==> src/inc/aur_defines.svh <==
// Purpose: constants of the asynchronous receiver with address detection
// Assumes: registers are 8 bits wide on a plain strobe port
// Notes: offsets are word indices on the register port
//
// Notes on behaviour
// [RQ1] FIFO holds two characters; a third complete one sets overrun.
// [RQ2] During overrun held characters stay readable, no new ones enter.
// [RQ3] Software clears overrun by clearing continuous receive enable.
// [RQ4] Nine-bit enable makes each character nine data bits long.
// [RQ5] Ninth-bit status always shows bit nine of the head character.
// [RQ6] Software reads ninth-bit status before data; data read pops.
// [RQ7] Address detect stores only characters with ninth bit one.
// [RQ8] Software enables nine-bit mode whenever address detect is on.
// [RQ9] After own address matches, software clears address detect quickly.
// [RQ10] At message end software sets address detect again.
// [RQ11] Without address detect every character is stored and pending.
// [RQ12] Pending sets on transfer; interrupt only with its enable set.
// [RQ13] In address-detect mode delivered characters show ninth bit one.
// [RQ14] Software sets divisor, port enable, irq, nine-bit, then receive.
// [RQ15] Software reads status first, then the low eight data bits.
// [RQ16] Line oversampled 16x, start checked mid-bit, bits by majority.
// [RQ17] Pending stays while receiver enabled and FIFO holds a character.
// [RQ18] Each entry keeps its framing bit; status shows the head one.
// [RQ19] Stop sample zero marks a framing error, else error-free.
// [RQ20] Receive enable off then on resumes reception without overrun.
`ifndef AUR_DEFINES_SVH
`define AUR_DEFINES_SVH

// ----------------------------------------------------------------
// Register map
// ----------------------------------------------------------------
`define AUR_ADDR_W 3
`define AUR_OFS_DATA 3'h0
`define AUR_OFS_RECEIVE_STATUS_CONTROL 3'h1
`define AUR_OFS_DIV 3'h2
`define AUR_OFS_TRANSMIT_STATUS_CONTROL 3'h3
`define AUR_OFS_IRQ 3'h4

// ----------------------------------------------------------------
// Field positions
// ----------------------------------------------------------------
`define AUR_RC_SERIAL_PORT_ENABLE 7
`define AUR_RC_RX9 6
`define AUR_RC_SREN 5
`define AUR_RC_CONTINUOUS_RECEIVE_ENABLE 4
`define AUR_RC_ADDRESS_DETECT_ENABLE 3
`define AUR_TX_CSRC 7
`define AUR_TX_TX9 6
`define AUR_TX_TXEN 5
`define AUR_TX_SYNC 4
`define AUR_TX_HIGH_SPEED_BAUD_SELECT 2
`define AUR_TX_TX9D 0
`define AUR_IRQ_EN 0

// ----------------------------------------------------------------
// Reset values and timing
// ----------------------------------------------------------------
`define AUR_RST_RECEIVE_STATUS_CONTROL 8'h00
`define AUR_RST_TRANSMIT_STATUS_CONTROL 8'h02
`define AUR_RST_DIV 8'h00
`define AUR_OVS_LAST 4'hF
`define AUR_SMP_A 4'h7
`define AUR_SMP_B 4'h8
`define AUR_SMP_C 4'h9
`define AUR_LAST_BIT8 4'h7
`define AUR_LAST_BIT9 4'h8

`endif

==> src/inc/aur_pkg.sv <==
// Purpose: shared types of the asynchronous receiver
// Assumes: aur_defines.svh gives the widths
// Notes: none
`include "aur_defines.svh"

package aur_pkg;

    typedef struct packed {
        logic frameErr;
        logic [8:0] data;
    } aur_char_t;

    typedef struct packed {
        logic wr;
        logic rd;
        logic [`AUR_ADDR_W-1:0] addr;
        logic [7:0] wdata;
    } aur_bus_req_t;

    typedef enum logic [1:0] {
        AUR_IDLE = 2'b00,
        AUR_START = 2'b01,
        AUR_DATA = 2'b10,
        AUR_STOP = 2'b11
    } aur_rx_state_t;

endpackage

==> src/hw/aur_rx_fifo.sv <==
// Purpose: small receive FIFO of characters with framing bits
// Assumes: push and pop come from logic on ref_clk
// Notes: a push while full is dropped; the caller flags it
`timescale 1ns/1ns
`default_nettype none

module aur_rx_fifo
    import aur_pkg::*;
#(
    parameter int DEPTH = 2
) (
    input wire logic ref_clk,
    input wire logic rstn,
    input wire logic flush,
    input wire logic pushValid,
    input wire aur_char_t pushData,
    output logic pushReady,
    input wire logic popReq,
    output logic headValid,
    output aur_char_t head
);

    localparam int PW = (DEPTH > 1) ? $clog2(DEPTH) : 1;
    localparam int CW = $clog2(DEPTH + 1);

    aur_char_t mem [DEPTH];
    logic [PW-1:0] wrPtr;
    logic [PW-1:0] rdPtr;
    logic [CW-1:0] count;

    wire doPush = pushValid && pushReady;
    wire doPop = popReq && headValid;

    function automatic logic [PW-1:0] bump(input logic [PW-1:0] p);
        return (p == PW'(DEPTH - 1)) ? '0 : p + 1'b1;
    endfunction

    // [RQ1] two-entry limit
    assign pushReady = (count != CW'(DEPTH));
    assign headValid = (count != '0);
    // [RQ18] head entry fields
    assign head = mem[rdPtr];

    // ----------------------------------------------------------------
    // Storage
    // ----------------------------------------------------------------
    genvar gi;
    generate
        for (gi = 0; gi < DEPTH; gi++) begin : g_entry
            // Flush clears entries so stale framing status disappears
            always_ff @(posedge ref_clk) begin
                if (!rstn || flush) begin
                    mem[gi] <= '0;
                end else if (doPush && wrPtr == PW'(gi)) begin
                    mem[gi] <= pushData;
                end
            end
        end
    endgenerate

    // ----------------------------------------------------------------
    // Pointers
    // ----------------------------------------------------------------
    always_ff @(posedge ref_clk) begin
        if (!rstn || flush) begin
            wrPtr <= '0;
            rdPtr <= '0;
            count <= '0;
        end else begin
            if (doPush) begin
                wrPtr <= bump(wrPtr);
            end
            if (doPop) begin
                rdPtr <= bump(rdPtr);
            end
            case ({doPush, doPop})
                2'b10: count <= count + 1'b1;
                2'b01: count <= count - 1'b1;
                default: count <= count;
            endcase
        end
    end

endmodule

`default_nettype wire

==> src/hw/aur_rx_top.sv <==
// Purpose: asynchronous serial receiver with overrun and address detect
// Assumes: rxPin is asynchronous; register port on ref_clk
// Notes: baud divisor gives one 16x tick every divisor+1 clocks
//
// Design decisions made here: strobed register access and the address map.
`timescale 1ns/1ns
`default_nettype none

module aur_rx_top
    import aur_pkg::*;
#(
    parameter int FIFO_DEPTH = 2
) (
    input wire logic ref_clk,
    input wire logic rstn,
    input wire aur_bus_req_t busReq,
    output logic [7:0] regRdData,
    input wire logic rxPin,
    output logic rxIrq
);

    // ----------------------------------------------------------------
    // Control registers
    // ----------------------------------------------------------------
    logic portEn, nineEn, singleRx, contRx, addrDetect;
    logic clkSrc, txNine, txEn, syncMode, highSpeed, txNinth;
    logic [7:0] baudDiv;
    logic irqEn;
    logic overrun;

    wire wrRcsta = busReq.wr && busReq.addr == `AUR_OFS_RECEIVE_STATUS_CONTROL;
    wire wrTxsta = busReq.wr && busReq.addr == `AUR_OFS_TRANSMIT_STATUS_CONTROL;
    wire wrDiv = busReq.wr && busReq.addr == `AUR_OFS_DIV;
    wire wrIrq = busReq.wr && busReq.addr == `AUR_OFS_IRQ;
    wire rdData = busReq.rd && busReq.addr == `AUR_OFS_DATA;

    // Receiver runs only with port on, continuous receive, async mode
    wire rxActive = portEn && contRx && !syncMode;
    wire recvOn = portEn && contRx;

    always_ff @(posedge ref_clk) begin
        if (!rstn) begin
            {portEn, nineEn, singleRx, contRx, addrDetect} <= 5'h00;
        end else if (wrRcsta) begin
            portEn <= busReq.wdata[`AUR_RC_SERIAL_PORT_ENABLE];
            nineEn <= busReq.wdata[`AUR_RC_RX9];
            singleRx <= busReq.wdata[`AUR_RC_SREN];
            contRx <= busReq.wdata[`AUR_RC_CONTINUOUS_RECEIVE_ENABLE];
            addrDetect <= busReq.wdata[`AUR_RC_ADDRESS_DETECT_ENABLE];
        end
    end

    always_ff @(posedge ref_clk) begin
        if (!rstn) begin
            {clkSrc, txNine, txEn, syncMode, highSpeed, txNinth} <= 6'h00;
        end else if (wrTxsta) begin
            clkSrc <= busReq.wdata[`AUR_TX_CSRC];
            txNine <= busReq.wdata[`AUR_TX_TX9];
            txEn <= busReq.wdata[`AUR_TX_TXEN];
            syncMode <= busReq.wdata[`AUR_TX_SYNC];
            highSpeed <= busReq.wdata[`AUR_TX_HIGH_SPEED_BAUD_SELECT];
            txNinth <= busReq.wdata[`AUR_TX_TX9D];
        end
    end

    always_ff @(posedge ref_clk) begin
        if (!rstn) begin
            baudDiv <= `AUR_RST_DIV;
            irqEn <= 1'b0;
        end else begin
            if (wrDiv) begin
                baudDiv <= busReq.wdata;
            end
            if (wrIrq) begin
                irqEn <= busReq.wdata[`AUR_IRQ_EN];
            end
        end
    end

    // ----------------------------------------------------------------
    // Line synchroniser and 16x tick
    // ----------------------------------------------------------------
    logic rxSync1, rxSync2, rxLast;
    logic [7:0] divCnt;
    logic sampleTick;

    always_ff @(posedge ref_clk) begin
        if (!rstn) begin
            rxSync1 <= 1'b1;
            rxSync2 <= 1'b1;
            rxLast <= 1'b1;
        end else begin
            rxSync1 <= rxPin;
            rxSync2 <= rxSync1;
            rxLast <= rxSync2;
        end
    end

    // Divider restarts while idle so a start edge aligns the bit grid
    logic [1:0] rxState;
    wire divWrap = (divCnt == baudDiv);
    always_ff @(posedge ref_clk) begin
        if (!rstn || !rxActive || rxState == AUR_IDLE) begin
            divCnt <= 8'h00;
            sampleTick <= 1'b0;
        end else begin
            divCnt <= divWrap ? 8'h00 : divCnt + 8'h01;
            sampleTick <= divWrap;
        end
    end

    // ----------------------------------------------------------------
    // Bit recovery state machine
    // ----------------------------------------------------------------
    aur_rx_state_t state, next_state;
    logic [3:0] ovsCnt;
    logic [3:0] bitIdx;
    logic [8:0] shReg;
    logic frame9;
    logic smpA, smpB;

    assign rxState = state;
    wire startEdge = rxLast && !rxSync2;
    wire evalNow = sampleTick && ovsCnt == `AUR_SMP_C;
    wire bitEnd = sampleTick && ovsCnt == `AUR_OVS_LAST;
    wire [3:0] lastIdx = frame9 ? `AUR_LAST_BIT9 : `AUR_LAST_BIT8;
    // [RQ16] three-sample majority
    wire voteBit = (smpA & smpB) | (smpA & rxSync2) | (smpB & rxSync2);

    always_comb begin
        next_state = state;
        case (state)
            AUR_IDLE: begin
                if (startEdge) begin
                    next_state = AUR_START;
                end
            end
            AUR_START: begin
                // [RQ16] false start aborts silently
                if (evalNow && voteBit) begin
                    next_state = AUR_IDLE;
                end else if (bitEnd) begin
                    next_state = AUR_DATA;
                end
            end
            AUR_DATA: begin
                if (bitEnd && bitIdx == lastIdx) begin
                    next_state = AUR_STOP;
                end
            end
            AUR_STOP: begin
                if (evalNow) begin
                    next_state = AUR_IDLE;
                end
            end
            default: next_state = AUR_IDLE;
        endcase
        if (!rxActive) begin
            next_state = AUR_IDLE;
        end
    end

    always_ff @(posedge ref_clk) begin
        if (!rstn) begin
            state <= AUR_IDLE;
        end else begin
            state <= next_state;
        end
    end

    always_ff @(posedge ref_clk) begin
        if (!rstn || state == AUR_IDLE) begin
            ovsCnt <= 4'h0;
            smpA <= 1'b1;
            smpB <= 1'b1;
        end else if (sampleTick) begin
            ovsCnt <= ovsCnt + 4'h1;
            if (ovsCnt == `AUR_SMP_A) begin
                smpA <= rxSync2;
            end
            if (ovsCnt == `AUR_SMP_B) begin
                smpB <= rxSync2;
            end
        end
    end

    // [RQ4] width chosen at the start edge
    always_ff @(posedge ref_clk) begin
        if (!rstn) begin
            frame9 <= 1'b0;
            bitIdx <= 4'h0;
            shReg <= 9'h000;
        end else if (state == AUR_IDLE) begin
            frame9 <= nineEn;
            bitIdx <= 4'h0;
            shReg <= 9'h000;
        end else if (state == AUR_DATA) begin
            if (evalNow) begin
                shReg[bitIdx] <= voteBit;
            end
            if (bitEnd) begin
                bitIdx <= bitIdx + 4'h1;
            end
        end
    end

    // ----------------------------------------------------------------
    // Character transfer, filtering and overrun
    // ----------------------------------------------------------------
    aur_char_t newChar, head;
    logic pushReady, headValid;

    // A receiver switched off in mid stop bit must not deliver its character
    wire charDone = (state == AUR_STOP) && evalNow && rxActive;
    // [RQ19] stop sample decides framing
    assign newChar.frameErr = !voteBit;
    assign newChar.data = shReg;
    // [RQ7] [RQ11] filter on ninth bit only with address detect
    wire wantStore = !addrDetect || shReg[8];
    // [RQ2] nothing enters while overrun stands
    wire pushValid = charDone && wantStore && !overrun;
    // [RQ1] third complete character finds FIFO full
    wire overrunHit = pushValid && !pushReady;

    // [RQ3] [RQ20] clearing receive enable drops overrun; set wins
    wire next_overrun = overrunHit || (overrun && contRx && portEn);
    always_ff @(posedge ref_clk) begin
        if (!rstn) begin
            overrun <= 1'b0;
        end else begin
            overrun <= next_overrun;
        end
    end

    // Port disable resets the unit, clearing held framing status
    aur_rx_fifo #(
        .DEPTH(FIFO_DEPTH)
    ) u_fifo (
        .ref_clk(ref_clk),
        .rstn(rstn),
        .flush(!portEn),
        .pushValid(pushValid),
        .pushData(newChar),
        .pushReady(pushReady),
        .popReq(rdData),
        .headValid(headValid),
        .head(head)
    );

    // ----------------------------------------------------------------
    // Read path, pending flag and interrupt
    // ----------------------------------------------------------------
    logic pending;
    logic [7:0] readMux;
    // [RQ5] [RQ13] [RQ18] status built from the head entry
    wire [7:0] rcstaRead = {portEn, nineEn, singleRx, contRx, addrDetect,
                            head.frameErr, overrun, head.data[8]};
    wire [7:0] txstaRead = {clkSrc, txNine, txEn, syncMode, 1'b0,
                            highSpeed, 1'b1, txNinth};
    wire [7:0] irqRead = {6'h00, pending, irqEn};
    // [RQ17] pending follows unread data while enabled
    wire next_pending = recvOn && headValid;

    always_comb begin
        if (busReq.addr == `AUR_OFS_DATA) begin
            readMux = head.data[7:0];
        end else if (busReq.addr == `AUR_OFS_RECEIVE_STATUS_CONTROL) begin
            readMux = rcstaRead;
        end else if (busReq.addr == `AUR_OFS_DIV) begin
            readMux = baudDiv;
        end else if (busReq.addr == `AUR_OFS_TRANSMIT_STATUS_CONTROL) begin
            readMux = txstaRead;
        end else if (busReq.addr == `AUR_OFS_IRQ) begin
            readMux = irqRead;
        end else begin
            readMux = 8'h00;
        end
    end

    always_ff @(posedge ref_clk) begin
        if (!rstn) begin
            regRdData <= 8'h00;
            pending <= 1'b0;
            rxIrq <= 1'b0;
        end else begin
            regRdData <= busReq.rd ? readMux : 8'h00;
            // [RQ12] pending regardless of enable, request gated
            pending <= next_pending;
            rxIrq <= next_pending && irqEn;
        end
    end
endmodule

`default_nettype wire

==> config.mk <==
export PLATFORM = sky130hd
export DESIGN_NAME = aur_rx_top
export DESIGN_NICKNAME = d
export VERILOG_FILES = /design/src/inc/aur_pkg.sv /design/src/hw/aur_rx_fifo.sv /design/src/hw/aur_rx_top.sv
export VERILOG_INCLUDE_DIRS = /design/src /design/src/inc
export SDC_FILE = /design/constraint.sdc
export NUM_CORES = 1
export LEC_CHECK = 0
export BUFFER_PORTS_ARGS = -buffer_cell sky130_fd_sc_hd__buf_2
export CAP_MARGIN = 10
export CORE_ASPECT_RATIO = 1.4
export CORE_MARGIN = 5
export CORE_UTILIZATION = 39
export CTS_BUF_LIST = sky130_fd_sc_hd__clkbuf_8 sky130_fd_sc_hd__clkbuf_16
export CTS_CLUSTER_SIZE = 28
export DETAILED_ROUTE_END_ITERATION = 12
export PLACE_DENSITY = 0.65
export SETUP_SLACK_MARGIN = 0.1
export SYNTH_ARGS = -nofsm -noshare
export SYNTH_HDL_FRONTEND = slang
export SYNTH_HIERARCHICAL = 1
export SYNTH_SLANG_ARGS = --single-unit
==> constraint.sdc <==
create_clock -name ref_clk -period 2.33 [get_ports ref_clk]
set_input_delay 0 -clock ref_clk [delete_from_list [all_inputs] [get_ports ref_clk]]
set_output_delay 0 -clock ref_clk [all_outputs]
set_load 0.005 [all_outputs]
==> results.tsv <==
stage	metric	value	unit
logic_synthesis	synth_area_leaders	dfxtp_1 34%, edfxtp_1 15%, mux2i_1 7.4%, nor2b_1 4.0%, and3_1 3.4%	
logic_synthesis	synth_top_area_cell	dfxtp_1	
route	first_pass_iters	4	
critical_path	crit_buf_inv	1	
critical_path	worstPathMaxFanout	4	
global_routing	grtUsageTotal	14.1	%
timing	slew-limit-headroom	60.6	%
timing	maxSlewViolCount	0	
logic_synthesis	synth_nets	428	
critical_path	crit_path_top_delay_cell	or3_1	
cts	cts_buffer_depth	2	
critical_path	slowest_delay	370	ps
die	chipWidth	96.4	um
power_and_ir_drop	power.density	664	mW/mm^2
timing	tns	0	ps
timing	period_needed	2090	ps
critical_path	cpMostUsedCell	ha_1	
timing	skew	6.40	ps
timing	rsz0062_at_grt	no	
logic_synthesis	yosysSeqAreaShare	49.2	%
global_routing	overflow	0	
timing	hold_ws	13.3	ps
global_routing	grt_max_degree	24	
route	antenna_left	0	
cts	cts-root-buf	clkbuf_16	
die	die_h	131	um
route	drt-total-wl	8.23	mm
logic_synthesis	yosysUniqueCellTypes	54	
logic_synthesis	synth_cells	403	
cts	cts.sinks	90	
logic_synthesis	synth-main-ff-cell	dfxtp_1	
timing	setup-violations-final	0	
cts	cts_setup_buffers	0	
critical_path	timing.rr.start	ovsCnt[1]	
die	start_util	39.6	%
die	dieArea	0.0126	mm^2
critical_path	startpoint_type	flip-flop	
finish	postLayoutCellArea	0.00477	mm^2
power_and_ir_drop	ir_drop	0.408	mV
route	drc	0	
critical_path	critPathArrivalTime	2360	ps
cts	cts_tree	yes	
logic_synthesis	async_flop_share	0	%
logic_synthesis	synth-edff-count	20	
place	place_area	0.00435	mm^2
critical_path	cp_data_required_time	2600	ps
hold_path	hp-class	input pin to flip-flop	
cts	cts-htree-levels	3	
job	max_cap_violations	0	
die	num_rows	44	
finish	drive_above_1_share	15.7	%
outcome	outcome	completed	
global_routing	grt_pass1_wl	13.4	mm
critical_path	setup.worst_path.start	ovsCnt[1]	
route	drt_iter0_drc	104	
logic_synthesis	yosys.area.top_type_share	34.4	%
cts	cts.clk_slew.worst_paths	60	ps
die	core_area	0.0103	mm^2
finish	final_nets	467	
timing	fin_crit_sh	89.5	%
place	dp_hpwl	6.15	mm
critical_path	path_class	flip-flop to flip-flop	
critical_path	crit_path_end_kind	flip-flop	
power_and_ir_drop	leakage	1.96	nW
critical_path	crit_chain	inv_1 > ha_1 > and4b_1 > nand2_4 > nor3_2 > nand2_1 > ha_1 > or3_1 > a21oi_1	
critical_path	crit_family	simple AND/OR/NAND/NOR gates	
cts	cts_buffers	9	
place	gp_congestion	0.844	
finish	n_fill_cell	959	
logic_synthesis	syn_area_per_cell	10.1	um^2
timing	hold_violations	0	
global_routing	antenna_found_initial	0	
timing	tightest_slew	588	ps
die	pin_count	25	
finish	area_growth	17.2	%
route	vias	2921	
global_routing	grt_pass1_vias	2793	
route	vias_per_cell	4.99	
timing	max_freq	0.480	GHz
place	port_buffers	24	
route	wire_per_inst	14.1	um
finish	diodes	0	
logic_synthesis	synth_area	0.00407	mm^2
hold_path	hold_start	busReq[11]	
power_and_ir_drop	total_power	0.00317	W
logic_synthesis	ys_ff_latch	90	
cts	clk_latency	340	ps
logic_synthesis	ys_warn_count	6	
## registers in the layout, indices dropped and copies added, names as in the netlist, 2 cells and up, named ones only
signal / flops
baudDiv: 8
bitIdx: 4
divCnt: 8
ovsCnt: 4
regRdData: 8
shReg: 9
u_fifo/count: 2
u_fifo/mem: 20
## synthesized netlist by cell type, types with 2 or more instances
cell type / n
and3_1: 22
o22ai_1: 2
xnor2_1: 9
o221ai_1: 5
inv_1: 11
nand4b_1: 3
a21boi_0: 2
o21ai_1: 2
nand4_1: 6
dfxtp_1: 70
a21oi_1: 13
buf_6: 2
nor3b_1: 2
o21ai_0: 14
o21a_1: 2
clkbuf_1: 10
nand3_1: 16
nor3_1: 8
nor2b_1: 26
mux2i_1: 30
buf_4: 2
xor2_1: 14
edfxtp_1: 20
nor2_1: 35
or3_1: 2
nand2_1: 19
ha_1: 9
nand2b_1: 8
buf_2: 5
mux2_2: 10
## stage by stage
step | utilization [%] | cells | worst slack, ps
6_report | 46.4 | 585 | 245
3_3_place_gp | 42.3 | 557 | 152
4_1_cts | 46.4 | 585 | 188
2_1_floorplan | - | 403 | 183
3_5_place_dp | 42.3 | 557 | 101
5_1_grt | 46.4 | 585 | 107
## final timing paths
kind                      to  slack, ps  cells past startpoint
max          u_fifo/count[1]        240                      9
min             regRdData[0]         10                      3
max reg2reg  u_fifo/count[1]        240                      9
min reg2reg          rxSync2        410                      1
## repair_timing
item                                    CTS  global route
hold buffers                             12             0
endpoints found under the setup margin    1             1
endpoints found under the hold margin    24             0
cloned                                    0             0
gates resized for setup                   1             1
## worst reg2reg max path, delay by kind of cell (launching register included)
kind,cells,cell delay [ps]
AOI/OAI and AO/OA,1,150
buffers and inverters,1,80
DFF,1,340
adders and majority gates,2,450
and+or+nand+nor,5,1000
## area by class of cell
cell class	count	area [um^2]	share of cell area, %
well taps	138	173	3.62
inverters	11	41.3	0.865
multi-input cells	282	1930	40.4
clock buffers	10	239	5.01
clock inverters	6	57.6	1.21
flip-flops and latches	90	2000	42.0
repair buffers	48	330	6.92
## where the power goes
| group | internal (W) | switching, W |
|---|---|---|
| clock | 0.000854 | 0.000581 |
| combinational | 0.0000621 | 0.0000612 |
| sequential | 0.00160 | 0.0000103 |
## layout by cell type, fill, tap and decap left out, types with 3 or more instances in the layout
cell / synthesis / layout
dfxtp_1: 70 / 69
nor2_1: 35 / 35
mux2i_1: 30 / 30
nor2b_1: 26 / 26
buf_2: 5 / 24
and3_1: 22 / 22
edfxtp_1: 20 / 20
nand2_1: 19 / 19
nand3_1: 16 / 16
xor2_1: 14 / 14
o21ai_0: 14 / 14
a21oi_1: 13 / 13
inv_1: 11 / 12
dlygate4sd3_1: 0 / 12
buf_4: 2 / 12
mux2_2: 10 / 10
xnor2_1: 9 / 9
ha_1: 9 / 9
clkbuf_16: 0 / 9
nand2b_1: 8 / 8
nor3_1: 8 / 7
nand4_1: 6 / 6
o221ai_1: 5 / 5
nand4b_1: 3 / 3
clkinv_2: 0 / 3
## logic make-up (layout without fill, tap and decap cells)
| family | count (synthesis) | in the layout | synth area share, % |
|---|---|---|---|
| flip-flops | 90 | 90 | 49.2 |
| adder cells (fa/ha/maj) | 10 | 10 | 3.01 |
| XOR/XNOR | 23 | 23 | 4.95 |
| AO/OA/AOI/OAI | 48 | 48 | 7.34 |
| multiplexers | 40 | 40 | 10.1 |
| AND/OR/NAND/NOR | 161 | 161 | 21.8 |
| buffers and inverters | 31 | 75 | 3.56 |
## per-layer routing
metal / GRT usage, % / up-vias / share of wire, %
li1: - / 1493 / -
met1: 15.7 / 1361 / 42
met2: 24.6 / 53 / 51
met3: 2.98 / 14 / 3.7
met4: 7.93 / 0 / 3.2
met5: 0 / - / 0
Note: power is estimated with default switching activity, not from simulation.
